### src/include/vpw_link_pkg.sv
// Constants and types for the link controller host interface.
// Assumes a 32-bit AXI4-Lite master and a symbol layer outside this block.
package vpw_link_pkg;
	localparam logic [7:0] ADDR_STATE_VECTOR = 8'h00;
	localparam logic [7:0] ADDR_LINK_DATA = 8'h04;
	localparam logic [7:0] ADDR_CONTROL_ONE = 8'h08;
	localparam logic [7:0] ADDR_CONTROL_TWO = 8'h0c;
	localparam logic [7:0] ADDR_POWER = 8'h10;
	localparam logic [7:0] ADDR_STATUS = 8'h14;
	localparam int CTL1_ALLOW_BIT = 0;
	localparam int CTL1_WCM_BIT = 1;
	localparam int CTL2_EOD_BIT = 0;
	localparam int PWR_WAIT_BIT = 0;
	localparam int PWR_STOP_BIT = 1;
	localparam int NUM_FLAGS = 8;
	localparam int FLAG_EOF = 0;
	localparam int FLAG_IFR = 1;
	localparam int FLAG_RXFULL = 2;
	localparam int FLAG_TXEMPTY = 3;
	localparam int FLAG_ARB = 4;
	localparam int FLAG_CRC = 5;
	localparam int FLAG_SYMBOL = 6;
	localparam int FLAG_WAKE = 7;
	localparam logic [7:0] VEC_NONE = 8'h00;
	localparam logic [7:0] VEC_EOF = 8'h04;
	localparam logic [7:0] VEC_IFR = 8'h08;
	localparam logic [7:0] VEC_RXFULL = 8'h0c;
	localparam logic [7:0] VEC_TXEMPTY = 8'h10;
	localparam logic [7:0] VEC_ARB = 8'h14;
	localparam logic [7:0] VEC_CRC = 8'h18;
	localparam logic [7:0] VEC_SYMBOL = 8'h1c;
	localparam logic [7:0] VEC_WAKE = 8'h20;
	localparam logic [7:0] BYTE_RESET = 8'h00;
	localparam logic [2:0] LAST_BIT = 3'h7;
	localparam logic [1:0] EXTRA_ONES = 2'h2;
	localparam logic [1:0] RESP_OKAY = 2'h0;
	localparam logic [1:0] RESP_SLVERR = 2'h2;
	typedef enum logic [3:0] {
		MODE_RUN = 4'b0001,
		MODE_WAIT = 4'b0010,
		MODE_STOP = 4'b0100,
		MODE_RESUME = 4'b1000
	} mode_type;
	typedef enum logic [2:0] {
		TX_IDLE = 3'b001,
		TX_SHIFT = 3'b010,
		TX_TAIL = 3'b100
	} tx_state_type;
endpackage

### src/logic/vpw_link_host_interface.sv
// Host side of a byte-level serial link controller: state vector, data
// buffers, low-power modes. Assumes a symbol layer that gives bit ticks,
// received bits, frame markers and error events, all synchronous to clk_i.
// Functional notes
// - State vector gives a jump-table offset tied to the current controller state.
// - Vector codes: none 00, end of frame 04, response byte 08, rx full 0c.
// - Vector codes: tx empty 10, arbitration lost 14, checksum 18, symbol 1c.
// - Wakeup 20 has top priority; vector shows highest pending source.
// - Clearing a higher source lets the vector show the remaining lower one.
// - Vector read clears shown source, except rx full, response byte, tx empty.
// - Rx full and response byte clear after vector read then data read.
// - Tx empty clears after vector read then data write, or end-of-data set.
// - Data read returns last received byte; read it after rx full.
// - Finished shift register loads the byte waiting in the tx holding buffer.
// - Tx empty sets after first bit of new byte; holding buffer then free.
// - Completed rx byte goes to rx holding buffer and sets rx full, or response byte if IFR.
// - Rx holding buffer is overwritten by next byte; software must keep up.
// - No next byte means underrun: two extra ones, then transmitter stops.
// - Receiver reports an aborted, non-byte-aligned frame as invalid symbol.
// - Wait instruction with wait-clock-mode clear enters wait; bus not driven.
// - In wait, a received message wakes the block and raises an interrupt.
// - Stop instruction, or wait with wait-clock-mode set, enters stop mode.
// - In stop, passive-to-active bus edge wakes and raises a non-maskable interrupt.
// - Via wait, waking byte is kept only if end of frame preceded entry.
// - Stop entered mid-frame wakes on first edge; that message may be lost.
//
// The address map and the AXI4-Lite interface to the registers are this design's own decisions.
`timescale 1ns/1ns
module vpw_link_host_interface
	import vpw_link_pkg::*;
(
	input wire logic clk_i,
	input wire logic nrst_i,
	input wire logic [7:0] s_axi_awaddr_i,
	input wire logic s_axi_awvalid_i,
	output logic s_axi_awready_o,
	input wire logic [31:0] s_axi_wdata_i,
	input wire logic [3:0] s_axi_wstrb_i,
	input wire logic s_axi_wvalid_i,
	output logic s_axi_wready_o,
	output logic [1:0] s_axi_bresp_o,
	output logic s_axi_bvalid_o,
	input wire logic s_axi_bready_i,
	input wire logic [7:0] s_axi_araddr_i,
	input wire logic s_axi_arvalid_i,
	output logic s_axi_arready_o,
	output logic [31:0] s_axi_rdata_o,
	output logic [1:0] s_axi_rresp_o,
	output logic s_axi_rvalid_o,
	input wire logic s_axi_rready_i,
	input wire logic bit_tick_i,
	input wire logic rx_bit_i,
	input wire logic rx_bit_valid_i,
	input wire logic rx_ifr_i,
	input wire logic rx_eod_i,
	input wire logic rx_eof_i,
	input wire logic arb_lost_i,
	input wire logic crc_error_i,
	input wire logic symbol_error_i,
	input wire logic bus_active_i,
	input wire logic clocks_stable_i,
	output logic tx_bit_o,
	output logic tx_drive_o,
	output logic tx_frame_end_o,
	output logic irq_o,
	output logic nmi_o,
	output logic [3:0] mode_o
);

////////////////////////////////////////////////////////////////////////////////

	logic awready_r;
	logic bvalid_r;
	logic [1:0] bresp_r;
	logic arready_r;
	logic rvalid_r;
	logic [1:0] rresp_r;
	logic [31:0] rdata_r;
	logic [7:0] waddr_r;
	logic [31:0] wdata_r;
	logic [3:0] wstrb_r;
	logic [7:0] raddr_r;
	logic [NUM_FLAGS-1:0] flag_r;
	logic [NUM_FLAGS-1:0] flag_nxt;
	logic [NUM_FLAGS-1:0] flag_set;
	logic [NUM_FLAGS-1:0] flag_clr;
	logic allow_r;
	logic wcm_r;
	logic eod_req_r;
	logic rx_armed_r;
	logic tx_armed_r;
	logic underrun_r;
	mode_type mode_r;
	mode_type mode_nxt;
	tx_state_type tx_state_r;
	tx_state_type tx_state_nxt;
	logic [7:0] tx_hold_r;
	logic tx_hold_full_r;
	logic [7:0] tx_shift_r;
	logic [2:0] tx_cnt_r;
	logic [1:0] tail_cnt_r;
	logic tx_bit_r;
	logic tx_drive_r;
	logic frame_end_r;
	logic [7:0] rx_shift_r;
	logic [2:0] rx_cnt_r;
	logic [7:0] rx_hold_r;
	logic in_frame_r;
	logic eof_seen_r;
	logic keep_r;
	logic discard_r;
	logic bus_prev_r;
	logic irq_r;
	logic nmi_r;
	logic [7:0] vector;
	logic [2:0] vec_idx;

////////////////////////////////////////////////////////////////////////////////
// Bus decode.

	wire wr_go = s_axi_awvalid_i && s_axi_wvalid_i && !awready_r && !bvalid_r;
	wire wr_do = awready_r;
	wire wr_lane0 = wstrb_r[0];
	wire wr_vec = wr_do && waddr_r == ADDR_STATE_VECTOR;
	wire wr_data = wr_do && waddr_r == ADDR_LINK_DATA && wr_lane0;
	wire wr_ctl1 = wr_do && waddr_r == ADDR_CONTROL_ONE && wr_lane0;
	wire wr_ctl2 = wr_do && waddr_r == ADDR_CONTROL_TWO && wr_lane0;
	wire wr_pwr = wr_do && waddr_r == ADDR_POWER && wr_lane0;
	wire wr_stat = wr_do && waddr_r == ADDR_STATUS;
	wire wr_hit = wr_vec || wr_stat || (wr_do && waddr_r == ADDR_LINK_DATA)
		|| (wr_do && waddr_r == ADDR_CONTROL_ONE)
		|| (wr_do && waddr_r == ADDR_CONTROL_TWO)
		|| (wr_do && waddr_r == ADDR_POWER);
	wire rd_go = s_axi_arvalid_i && !arready_r && !rvalid_r;
	wire rd_do = arready_r;
	wire rd_vec = rd_do && raddr_r == ADDR_STATE_VECTOR;
	wire rd_data = rd_do && raddr_r == ADDR_LINK_DATA;
	wire rd_hit = rd_vec || rd_data || (rd_do && raddr_r == ADDR_CONTROL_ONE)
		|| (rd_do && raddr_r == ADDR_CONTROL_TWO)
		|| (rd_do && raddr_r == ADDR_POWER)
		|| (rd_do && raddr_r == ADDR_STATUS);
	wire eod_set = wr_ctl2 && wdata_r[CTL2_EOD_BIT];
	wire wait_cmd = wr_pwr && wdata_r[PWR_WAIT_BIT] && !wdata_r[PWR_STOP_BIT];
	wire stop_cmd = wr_pwr && wdata_r[PWR_STOP_BIT];
	wire [7:0] ctl1_rd = {6'h00, wcm_r, allow_r};
	wire [7:0] ctl2_rd = {7'h00, eod_req_r};
	wire [7:0] stat_rd = {2'h0, discard_r, in_frame_r, tx_hold_full_r,
		underrun_r, mode_r == MODE_RUN, mode_r == MODE_RESUME};
	wire [7:0] rd_byte = rd_vec ? vector
		: rd_data ? rx_hold_r
		: (raddr_r == ADDR_CONTROL_ONE) ? ctl1_rd
		: (raddr_r == ADDR_CONTROL_TWO) ? ctl2_rd
		: (raddr_r == ADDR_STATUS) ? stat_rd
		: BYTE_RESET;

////////////////////////////////////////////////////////////////////////////////
// Vector: the highest pending flag wins, so clearing one exposes the next.

	always_comb
	begin
		vec_idx = 3'h0;
		for (int i = 0; i < NUM_FLAGS; i++)
		begin
			if (flag_r[i])
			begin
				vec_idx = 3'(i);
			end
		end
	end

	wire any_flag = |flag_r;
	// Codes sit four apart so the value indexes a table of four-byte slots.
	assign vector = any_flag ? {2'h0, ({1'b0, vec_idx} + 4'h1), 2'h0}
		: VEC_NONE;
	wire shows_rx = any_flag && (vec_idx == 3'(FLAG_RXFULL) || vec_idx == 3'(FLAG_IFR));
	wire shows_tx = any_flag && vec_idx == 3'(FLAG_TXEMPTY);

////////////////////////////////////////////////////////////////////////////////
// Transmit path.

	wire tx_run = mode_r == MODE_RUN;
	wire tx_tick = bit_tick_i && tx_run;
	wire tx_load_idle = tx_state_r == TX_IDLE && tx_hold_full_r && tx_run;
	wire tx_byte_done = tx_tick && tx_state_r == TX_SHIFT && tx_cnt_r == LAST_BIT;
	wire tx_load_next = tx_byte_done && tx_hold_full_r;
	wire tx_load = tx_load_idle || tx_load_next;
	wire tx_close = tx_byte_done && !tx_hold_full_r && eod_req_r;
	wire tx_underrun = tx_byte_done && !tx_hold_full_r && !eod_req_r;
	wire tail_done = tx_tick && tx_state_r == TX_TAIL && tail_cnt_r == EXTRA_ONES - 2'h1;
	wire first_bit = tx_tick && tx_state_r == TX_SHIFT && tx_cnt_r == 3'h0;

	always_comb
	begin
		tx_state_nxt = tx_state_r;
		case (tx_state_r)
			TX_IDLE:
			begin
				if (tx_load_idle)
				begin
					tx_state_nxt = TX_SHIFT;
				end
			end
			TX_SHIFT:
			begin
				if (tx_close)
				begin
					tx_state_nxt = TX_IDLE;
				end
				else if (tx_underrun)
				begin
					tx_state_nxt = TX_TAIL;
				end
			end
			TX_TAIL:
			begin
				if (tail_done)
				begin
					tx_state_nxt = TX_IDLE;
				end
			end
			default:
			begin
				tx_state_nxt = TX_IDLE;
			end
		endcase
		if (!tx_run)
		begin
			tx_state_nxt = TX_IDLE;
		end
	end

////////////////////////////////////////////////////////////////////////////////
// Receive path. Bits are ignored in stop mode because its clocks are halted.

	wire rx_take = rx_bit_valid_i && mode_r != MODE_STOP && mode_r != MODE_RESUME;
	wire rx_byte_done = rx_take && rx_cnt_r == LAST_BIT;
	wire rx_store = rx_byte_done && !discard_r;
	wire rx_partial = rx_eod_i && rx_cnt_r != 3'h0;

////////////////////////////////////////////////////////////////////////////////
// Power modes.

	wire bus_rise = bus_active_i && !bus_prev_r;
	wire stop_wake = mode_r == MODE_STOP && bus_rise;
	wire wait_wake = mode_r == MODE_WAIT && rx_eof_i;

	always_comb
	begin
		mode_nxt = mode_r;
		case (mode_r)
			MODE_RUN:
			begin
				if (stop_cmd || (wait_cmd && wcm_r))
				begin
					mode_nxt = MODE_STOP;
				end
				else if (wait_cmd)
				begin
					mode_nxt = MODE_WAIT;
				end
			end
			MODE_WAIT:
			begin
				if (wait_wake)
				begin
					mode_nxt = MODE_RUN;
				end
			end
			MODE_STOP:
			begin
				if (stop_wake)
				begin
					mode_nxt = MODE_RESUME;
				end
			end
			MODE_RESUME:
			begin
				if (clocks_stable_i)
				begin
					mode_nxt = MODE_RUN;
				end
			end
			default:
			begin
				mode_nxt = MODE_RUN;
			end
		endcase
	end

	wire enter_stop = mode_r == MODE_RUN && mode_nxt == MODE_STOP;
	wire keep_nxt = wait_cmd && !stop_cmd && eof_seen_r && !in_frame_r;

////////////////////////////////////////////////////////////////////////////////
// Flags. A set in the same cycle as its clear wins.

	always_comb
	begin
		flag_set = '0;
		flag_set[FLAG_EOF] = rx_eof_i;
		flag_set[FLAG_IFR] = rx_store && rx_ifr_i;
		flag_set[FLAG_RXFULL] = rx_store && !rx_ifr_i;
		flag_set[FLAG_TXEMPTY] = first_bit && !eod_req_r && !eod_set;
		flag_set[FLAG_ARB] = arb_lost_i;
		flag_set[FLAG_CRC] = crc_error_i;
		flag_set[FLAG_SYMBOL] = symbol_error_i || rx_partial;
		flag_set[FLAG_WAKE] = stop_wake || wait_wake;
		flag_clr = '0;
		if (rd_vec && any_flag && !shows_rx && !shows_tx)
		begin
			flag_clr[vec_idx] = 1'b1;
		end
		flag_clr[FLAG_RXFULL] = rd_data && rx_armed_r;
		flag_clr[FLAG_IFR] = rd_data && rx_armed_r;
		flag_clr[FLAG_TXEMPTY] = (wr_data && tx_armed_r) || eod_set;
		flag_nxt = flag_set | (flag_r & ~flag_clr);
	end

////////////////////////////////////////////////////////////////////////////////

	always_ff @(posedge clk_i)
	begin
		if (!nrst_i)
		begin
			awready_r <= 1'b0;
			bvalid_r <= 1'b0;
			bresp_r <= RESP_OKAY;
			arready_r <= 1'b0;
			rvalid_r <= 1'b0;
			rresp_r <= RESP_OKAY;
			rdata_r <= '0;
			waddr_r <= '0;
			wdata_r <= '0;
			wstrb_r <= '0;
			raddr_r <= '0;
		end
		else
		begin
			awready_r <= wr_go;
			if (wr_go)
			begin
				waddr_r <= s_axi_awaddr_i;
				wdata_r <= s_axi_wdata_i;
				wstrb_r <= s_axi_wstrb_i;
			end
			if (wr_do)
			begin
				bvalid_r <= 1'b1;
				bresp_r <= wr_hit ? RESP_OKAY : RESP_SLVERR;
			end
			else if (s_axi_bready_i)
			begin
				bvalid_r <= 1'b0;
			end
			arready_r <= rd_go;
			if (rd_go)
			begin
				raddr_r <= s_axi_araddr_i;
			end
			if (rd_do)
			begin
				rvalid_r <= 1'b1;
				rresp_r <= rd_hit ? RESP_OKAY : RESP_SLVERR;
				rdata_r <= {24'h000000, rd_byte};
			end
			else if (s_axi_rready_i)
			begin
				rvalid_r <= 1'b0;
			end
		end
	end

	always_ff @(posedge clk_i)
	begin
		if (!nrst_i)
		begin
			flag_r <= '0;
			allow_r <= 1'b0;
			wcm_r <= 1'b0;
			eod_req_r <= 1'b0;
			rx_armed_r <= 1'b0;
			tx_armed_r <= 1'b0;
			underrun_r <= 1'b0;
			mode_r <= MODE_RUN;
			keep_r <= 1'b0;
			discard_r <= 1'b0;
			bus_prev_r <= 1'b0;
			irq_r <= 1'b0;
			nmi_r <= 1'b0;
		end
		else
		begin
			flag_r <= flag_nxt;
			mode_r <= mode_nxt;
			bus_prev_r <= bus_active_i;
			if (wr_ctl1)
			begin
				allow_r <= wdata_r[CTL1_ALLOW_BIT];
				wcm_r <= wdata_r[CTL1_WCM_BIT];
			end
			if (eod_set)
			begin
				eod_req_r <= 1'b1;
			end
			else if (tx_close || tail_done || !tx_run)
			begin
				eod_req_r <= 1'b0;
			end
			// Arming needs a vector read that showed a data condition first.
			rx_armed_r <= (rd_vec && shows_rx) || (rx_armed_r && !rd_data);
			tx_armed_r <= (rd_vec && shows_tx) || (tx_armed_r && !wr_data);
			underrun_r <= tail_done || (underrun_r && !(wr_stat && wdata_r[0]));
			if (enter_stop)
			begin
				keep_r <= keep_nxt;
			end
			if (stop_wake)
			begin
				discard_r <= !keep_r || in_frame_r;
			end
			else if (rx_eof_i)
			begin
				discard_r <= 1'b0;
			end
			irq_r <= allow_r && |flag_nxt;
			nmi_r <= stop_wake;
		end
	end

	always_ff @(posedge clk_i)
	begin
		if (!nrst_i)
		begin
			tx_state_r <= TX_IDLE;
			tx_hold_r <= BYTE_RESET;
			tx_hold_full_r <= 1'b0;
			tx_shift_r <= BYTE_RESET;
			tx_cnt_r <= 3'h0;
			tail_cnt_r <= 2'h0;
			tx_bit_r <= 1'b0;
			tx_drive_r <= 1'b0;
			frame_end_r <= 1'b0;
		end
		else
		begin
			tx_state_r <= tx_state_nxt;
			if (wr_data)
			begin
				tx_hold_r <= wdata_r[7:0];
			end
			tx_hold_full_r <= wr_data || (tx_hold_full_r && !tx_load);
			if (tx_load)
			begin
				tx_shift_r <= tx_hold_r;
				tx_cnt_r <= 3'h0;
			end
			else if (tx_tick && tx_state_r == TX_SHIFT)
			begin
				tx_shift_r <= {tx_shift_r[6:0], 1'b0};
				tx_cnt_r <= tx_cnt_r + 3'h1;
			end
			// The tail count must hold between ticks, or the two ones never finish.
			if (tx_state_r != TX_TAIL)
			begin
				tail_cnt_r <= 2'h0;
			end
			else if (tx_tick)
			begin
				tail_cnt_r <= tail_cnt_r + 2'h1;
			end
			if (tx_tick && tx_state_r == TX_SHIFT)
			begin
				tx_bit_r <= tx_shift_r[7];
			end
			else if (tx_tick && tx_state_r == TX_TAIL)
			begin
				tx_bit_r <= 1'b1;
			end
			tx_drive_r <= tx_run && tx_state_nxt != TX_IDLE;
			frame_end_r <= tx_close;
		end
	end

	always_ff @(posedge clk_i)
	begin
		if (!nrst_i)
		begin
			rx_shift_r <= BYTE_RESET;
			rx_cnt_r <= 3'h0;
			rx_hold_r <= BYTE_RESET;
			in_frame_r <= 1'b0;
			eof_seen_r <= 1'b0;
		end
		else
		begin
			if (rx_take)
			begin
				rx_shift_r <= {rx_shift_r[6:0], rx_bit_i};
				rx_cnt_r <= rx_cnt_r + 3'h1;
			end
			else if (rx_eod_i || rx_eof_i)
			begin
				rx_cnt_r <= 3'h0;
			end
			if (rx_store)
			begin
				rx_hold_r <= {rx_shift_r[6:0], rx_bit_i};
			end
			in_frame_r <= rx_take || (in_frame_r && !rx_eof_i);
			eof_seen_r <= rx_eof_i || (eof_seen_r && !rx_take);
		end
	end

////////////////////////////////////////////////////////////////////////////////

	assign s_axi_awready_o = awready_r;
	assign s_axi_wready_o = awready_r;
	assign s_axi_bvalid_o = bvalid_r;
	assign s_axi_bresp_o = bresp_r;
	assign s_axi_arready_o = arready_r;
	assign s_axi_rvalid_o = rvalid_r;
	assign s_axi_rresp_o = rresp_r;
	assign s_axi_rdata_o = rdata_r;
	assign tx_bit_o = tx_bit_r;
	assign tx_drive_o = tx_drive_r;
	assign tx_frame_end_o = frame_end_r;
	assign irq_o = irq_r;
	assign nmi_o = nmi_r;
	assign mode_o = mode_r;

endmodule

### config.mk
export PLATFORM = sky130hd
export DESIGN_NAME = vpw_link_host_interface
export DESIGN_NICKNAME = d
export VERILOG_FILES = /design/src/include/vpw_link_pkg.sv /design/src/logic/vpw_link_host_interface.sv
export SDC_FILE = /design/constraint.sdc
export NUM_CORES = 1
export LEC_CHECK = 0
export ABC_AREA = 0
export BUFFER_PORTS_ARGS = -buffer_cell sky130_fd_sc_hd__buf_2
export CORE_MARGIN = 5
export CORE_UTILIZATION = 54
export CTS_CLUSTER_DIAMETER = 80
export DETAILED_ROUTE_END_ITERATION = 8
export HOLD_SLACK_MARGIN = 0.08
export PLACE_DENSITY = 0.8
export SLEW_MARGIN = 0
export SYNTH_ARGS = -nofsm -noshare
export SYNTH_HDL_FRONTEND = slang
export SYNTH_SLANG_ARGS = --single-unit
### constraint.sdc
create_clock -name clk_i -period 2.9 [get_ports clk_i]
set_input_delay 0.145 -clock clk_i [delete_from_list [all_inputs] [get_ports clk_i]]
set_output_delay 0.145 -clock clk_i [all_outputs]
set_load 0.03 [all_outputs]
==> After elaboration in Yosys (flattened, before gate mapping) <==
Cells that the tools add are included.
{ "word_totals": {"regBits": 112, "latch_bits": 0, "ram_bits": 0, "romBits": 0, "in_bits": 70, "output_inout_bits": 50, "word_cells": 257, "memories": 0} }
{ "classes": {"n_addsub": 4, "mul": 0, "div_mod_pow": 0, "n_lt_le_gt_ge": 2, "n_eq_ne": 28, "n_shift": 0, "mux": 44, "bitwise_logic": 4, "n_reduce_logical": 137} }
{ "op_table": {"columns": ["cell", "n"], "rows": [
  ["1-bit logical AND", 73],
  ["8-bit 2-to-1 mux", 5],
  ["3-bit 2-to-1 mux", 12],
  ["8-bit by 4-bit == test with 1-bit output (second input constant)", 4],
  ["8-bit by 5-bit == test with 1-bit output (second input constant)", 4],
  ["1-bit logical OR", 26],
  ["6-bit 2-to-1 mux", 4],
  ["1-bit logical NOT", 23],
  ["4-bit 2-to-1 mux", 5],
  ["8-bit by 3-bit == test with 1-bit output (second input constant)", 2],
  ["8-bit logical NOT", 2],
  ["4-bit one-hot mux with 4 select lines", 1],
  ["8-bit OR reduction", 2],
  ["2-bit nonzero test", 7],
  ["1-bit 2-to-1 mux", 12],
  ["3-bit by 2-bit == test with 1-bit output (second input constant)", 3],
  ["3-bit == test (second input constant)", 3],
  ["3-bit one-hot mux with 3 select lines", 1],
  ["8-bit bitwise AND", 1],
  ["4-bit by 3-bit == test with 1-bit output (second input constant)", 2],
  ["8-bit NOT", 1],
  ["8-bit OR", 1],
  ["3-bit by 1-bit adder with 3-bit output (second input constant)", 2],
  ["3-bit by 1-bit == test with 1-bit output (second input constant)", 2],
  ["18 further kinds", 21]
]} }

==> Depth between registers and ports, before layout <==
{ "logic_depth": {"ltp_word": 19, "ltp_mapped": 11} }

==> Worst setup path before layout <==
OpenSTA, ideal clock, no wires.
{ "synth_path": {"path_type": "reg-to-reg", "from": "reg flag_r[1]", "to": "reg irq_r, in the netlist irq_o", "arrival_ns": 2.156, "t_required_ns": 2.769, "slack_ns": 0.613, "path_stages_with_launch": 12, "path_buffers": 0, "period_less_slack_ns": 2.287, "cell_sequence": "dfxtp_1 -> nor2b_1 -> o21bai_1 -> a21oi_1 -> nor2_1 -> inv_1 -> ha_1 -> ha_1 -> or4_4 -> a211o_1 -> o21ai_0 -> a31oi_1"} }
{ "synth_between": {"elab_chain_cells": 19, "elab_cells_between_ends": 30, "cone_classes": "order compare (2); eq/ne (3); mux (10); bitwise (3); reduce/logical (12)"} }
{ "synth_rtl": {"columns": ["item", "line_no", "rtl"], "rows": [
  ["start, declared", "vpw_link_host_interface.sv:83", "logic [NUM_FLAGS-1:0] flag_r;"],
  ["start signal, assigned", "vpw_link_host_interface.sv:392", "flag_r <= flag_nxt;"],
  ["parallel branches: the longest is 15 deep, another holds 3-bit by 4-bit < comparator with 1-bit output", null, null],
  ["8-bit bitwise AND *", "vpw_link_host_interface.sv:315", "flag_nxt = flag_set | (flag_r & ~flag_clr);"],
  ["8-bit OR *", "vpw_link_host_interface.sv:315", null],
  ["8-bit OR reduction *", "vpw_link_host_interface.sv:424", "irq_r <= allow_r && |flag_nxt;"],
  ["1-bit logical AND *", "vpw_link_host_interface.sv:424", null],
  ["end signal, assigned", "vpw_link_host_interface.sv:424", null],
  ["end, declared", "vpw_link_host_interface.sv:113", "logic irq_r;"]
]} }
Mark *: on every way between the ends.
A chain may end at the register's enable or synchronous reset.

==> Final worst setup path <==
{ "layout_path": {"from": "reg flag_r[2]", "to": "reg irq_r, in the netlist irq_o"} }
{ "layout_between": {"elab_chain_cells": 18, "elab_cells_between_ends": 29, "cone_classes": "order compare (2); eq/ne (3); mux (9); bitwise (3); reduce/logical (12)"} }
{ "layout_rtl": {"columns": ["item", "line_no"], "rows": [
  ["parallel branches: the longest is 14 deep, another holds 3-bit by 4-bit < comparator with 1-bit output", null],
  ["8-bit bitwise AND *", "vpw_link_host_interface.sv:315"],
  ["8-bit OR *", "vpw_link_host_interface.sv:315"],
  ["8-bit OR reduction *", "vpw_link_host_interface.sv:424"],
  ["1-bit logical AND *", "vpw_link_host_interface.sv:424"]
]} }
Marks and branches as above.

==> run_results.csv <==
group,metric,value,unit
sta,grt_setup_unrepaired,"false",
clocking,clkTransAtPathRegs,0.11,ns
min_path,holdCritStartpoint,"rx_eof_i",
status,status,"finished, final reports clean",
power_and_ir_drop,ir_drop,0.313,mV
synthesis,synth_edf_count,0,
cells_and_area,drive_above_1_share,15.2,%
sta,fin_setup_tns,0,ns
synthesis,syn_area,5010,sq um
synthesis,synth_flop_cell,"dfxtp_1",
worst_setup_path,crit_family,"simple AND/OR/NAND/NOR gates",
min_path,hold-path-cell-count,3,
floorplan,initial_utilization,54.7,%
worst_setup_path,arrival,2.80,ns
worst_setup_path,rr_worst_depth,11,
synthesis,ys_async_sr_fraction,0,%
floorplan,ios,120,
clocking,ctsResizeCount,0,
route,wl_met3,705,um
job,cap_violations,0,
power_and_ir_drop,cellLeakagePower,2.46,nW
cells_and_area,antenna_cells,0,
route,vias_per_cell,5.50,
floorplan,die_h,106,um
floorplan,coreArea,9150,sq um
route,wire_per_inst,15.0,um
clocking,cts_root_buf,"clkbuf_8",
worst_setup_path,cp-start-kind,"flop",
worst_setup_path,required,3.14,ns
worst_setup_path,worst-path-buf-inv,1,
place,gp_congestion,0.852,
clocking,clockBufferDepth,2,
route,wl,11700,um
min_path,min_path_type,"in -> reg",
clocking,clk_latency,0.38,ns
cells_and_area,areaGrowthSynthToFinish,15.8,%
worst_setup_path,reg2reg_to,"irq_o$_SDFF_PN0_",
route,top_layer,"met4",
route,drc,0,
worst_setup_path,regToRegStartpoint,"flag_r[2]$_SDFF_PN0_",
min_path,hold_end,"flag_r[0]$_SDFF_PN0_",
clocking,cts_buffers,9,
grt,antenna_found_initial,0,
route,dr_wl_met2,5480,um
sta,setup-violations-final,0,
sta,hold_viol,0,
grt,grt_pass1_vias,4171,
route,final_antenna_net_count,0,
route,vias,4295,
place,io_buffers,66,
grt,gr-usage-all-layers,21.4,%
cells_and_area,layout.nets,746,
synthesis,postSynthCellCount,578,
sta,fmax,0.392,GHz
synthesis,synth_seq_cells,110,
worst_setup_path,cp_slowest_cell,"or4_4",
power_and_ir_drop,power.total,2.75,mW
worst_setup_path,cp_max_fo,5,
sta,timing.final.crit_share,88.0,%
sta,slew_violations,0,
grt,grt_max_degree,50,
worst_setup_path,cp_common_cell,"ha_1",
sta,max-slew-margin-rel,43.8,%
route,drt_iter0_markers,284,
sta,max_slew.worst_pin.slew,0.842,ns
worst_setup_path,crit_chain,"nor2b_1 -> o21bai_1 -> a21oi_1 -> nor2_1 -> inv_1 -> ha_1 -> ha_1 -> or4_4 -> a211o_1 -> o21ai_0 -> a31oi_1",
worst_setup_path,end_kind,"flop",
route,wl_met1,5330,um
grt,grt.overflow.total,0,
floorplan,fp.dieW,106,um
synthesis,synth.yosys.seq_area_share,44.0,%
sta,clock_skew,0.0116,ns
worst_setup_path,criticalPathCategory,"reg -> reg",
worst_setup_path,r2r_setup_slack,0.35,ns
floorplan,dieArea,11300,sq um
clocking,htreeDepth,3,
grt,grt_pass1_wl,19800,um
power_and_ir_drop,power_density,475,nW/um^2
clocking,cts_sinks,110,
synthesis,synth_cell_types,65,
route,first_pass_iters,5,
sta,period_needed,2.55,ns
clocking,cts_tree,"built",
synthesis,yosysWarnings,0,
synthesis,syn_avg_cell_area,8.67,sq um
worst_setup_path,max_stage_delay,0.55,ns
floorplan,num_rows,35,
place,hpwl,8310,um
[registers in the layout (all words and copies together) (netlist names), 4 cells and up]
name	cells
tx_shift_r	8
s_axi_rdata_o	8
rx_hold_r	8
flag_r	8
raddr_r	8
rx_shift_r	7
wdata_r	8
waddr_r	8
tx_hold_r	8
mode_o	4
[repair_timing]
action	CTS	global route
hold buffers	32	0
setup buffers	0	0
endpoints found under the hold margin	33	0
[layout make-up]
cell class	instances	area, sq um
Inverter	19	71.3
Clock buffer	9	124
Timing Repair Buffer	103	688
Tap cell	111	139
Multi-Input combinational cell	422	2520
Clock inverter	7	56.3
Sequential cell	110	2200
Fill cell	753	3350
[layer usage]
| metal | vias to the layer above | GRT usage [%] |
|---|---|---|
| met1 | 2005 | 29.3 |
| met4 | 0 | 5.92 |
| met5 | - | 0 |
| met2 | 148 | 34.4 |
| met3 | 20 | 4.37 |
| li1 | 2122 | - |
[report_power, final]
| group | switching, mW | total (mW) | internal (mW) |
|---|---|---|---|
| registers | 0.0366 | 1.58 | 1.55 |
| clock network | 0.545 | 0.866 | 0.321 |
| logic | 0.191 | 0.306 | 0.115 |
[kinds of logic after synthesis]
family / share of synthesized area (%)
buf+inv: 7.57
simple gates: 23.7
other cells: 0.0749
flops: 44.0
mux: 7.22
compound gates: 13.9
fa+ha+maj: 2.75
xor+xnor: 0.875
[synthesized netlist by cell type, drive strengths merged, types with 3 or more instances]
cell type  number  area share, %
dfxtp         110             44
nor2           76            5.7
nand2          69            5.2
a21oi          54            5.4
buf            36            4.9
mux2i          35            7.0
inv            17            1.3
clkbuf         16            1.2
ha             11            2.7
nand2b         11            1.4
o21ai          11            1.1
nand3          10            1.0
a211oi          9            1.3
nor2b           9            1.1
a22oi           7            1.0
nor3            7           0.80
and2            6           0.75
o21a            6           0.90
or4             6           0.97
a31oi           5           0.62
nor3b           5           0.85
nand3b          4           0.60
nand4           4           0.50
nor4            4           0.50
nor4b           4            1.1
or4b            4           0.95
nor4bb          3           0.60
o31ai           3           0.45
xnor2           3           0.52
[per-stage QoR]
stage	std cells	hold slack (ns)	cell area, sq um	utilization (%)	worst slack (ns)
after detailed placement	733	0.362	5300	57.9	0.420
final	781	0.103	5800	63.4	0.348
after global routing	781	0.0974	5800	63.4	0.186
after global placement	733	0.359	5300	57.9	0.471
after CTS	781	0.0887	5800	63.4	0.363
after floorplan	603	0.262	5100	-	0.613
[worst min-delay path: stages]
cell	delay (ns)
buf_2	0.15
inv_1	0.07
a21oi_1	0.06
[placed cells by master (no fill, tap or decap), drive strengths merged, types with 21 or more instances in the layout]
cell type    instances
dfxtp              110
inv                 21
dlygate4sd3         32
nor2                76
a21oi               54
nand2               69
conb                26
mux2i               35
buf                 71
[how the worst max path moves through the flow]
stage,slack (ns),start,cells after the start,end
6_report,0.35,flag_r[2]$_SDFF_PN0_,11,irq_o$_SDFF_PN0_
5_1_grt,0.19,flag_r[2]$_SDFF_PN0_,11,irq_o$_SDFF_PN0_
4_1_cts,0.36,flag_r[2]$_SDFF_PN0_,11,irq_o$_SDFF_PN0_
3_5_place_dp,0.42,flag_r[2]$_SDFF_PN0_,11,irq_o$_SDFF_PN0_
3_3_place_gp,0.47,flag_r[1]$_SDFF_PN0_,11,irq_o$_SDFF_PN0_
2_1_floorplan,0.61,flag_r[1]$_SDFF_PN0_,11,irq_o$_SDFF_PN0_
No activity file was read; power rests on OpenSTA's default activity.
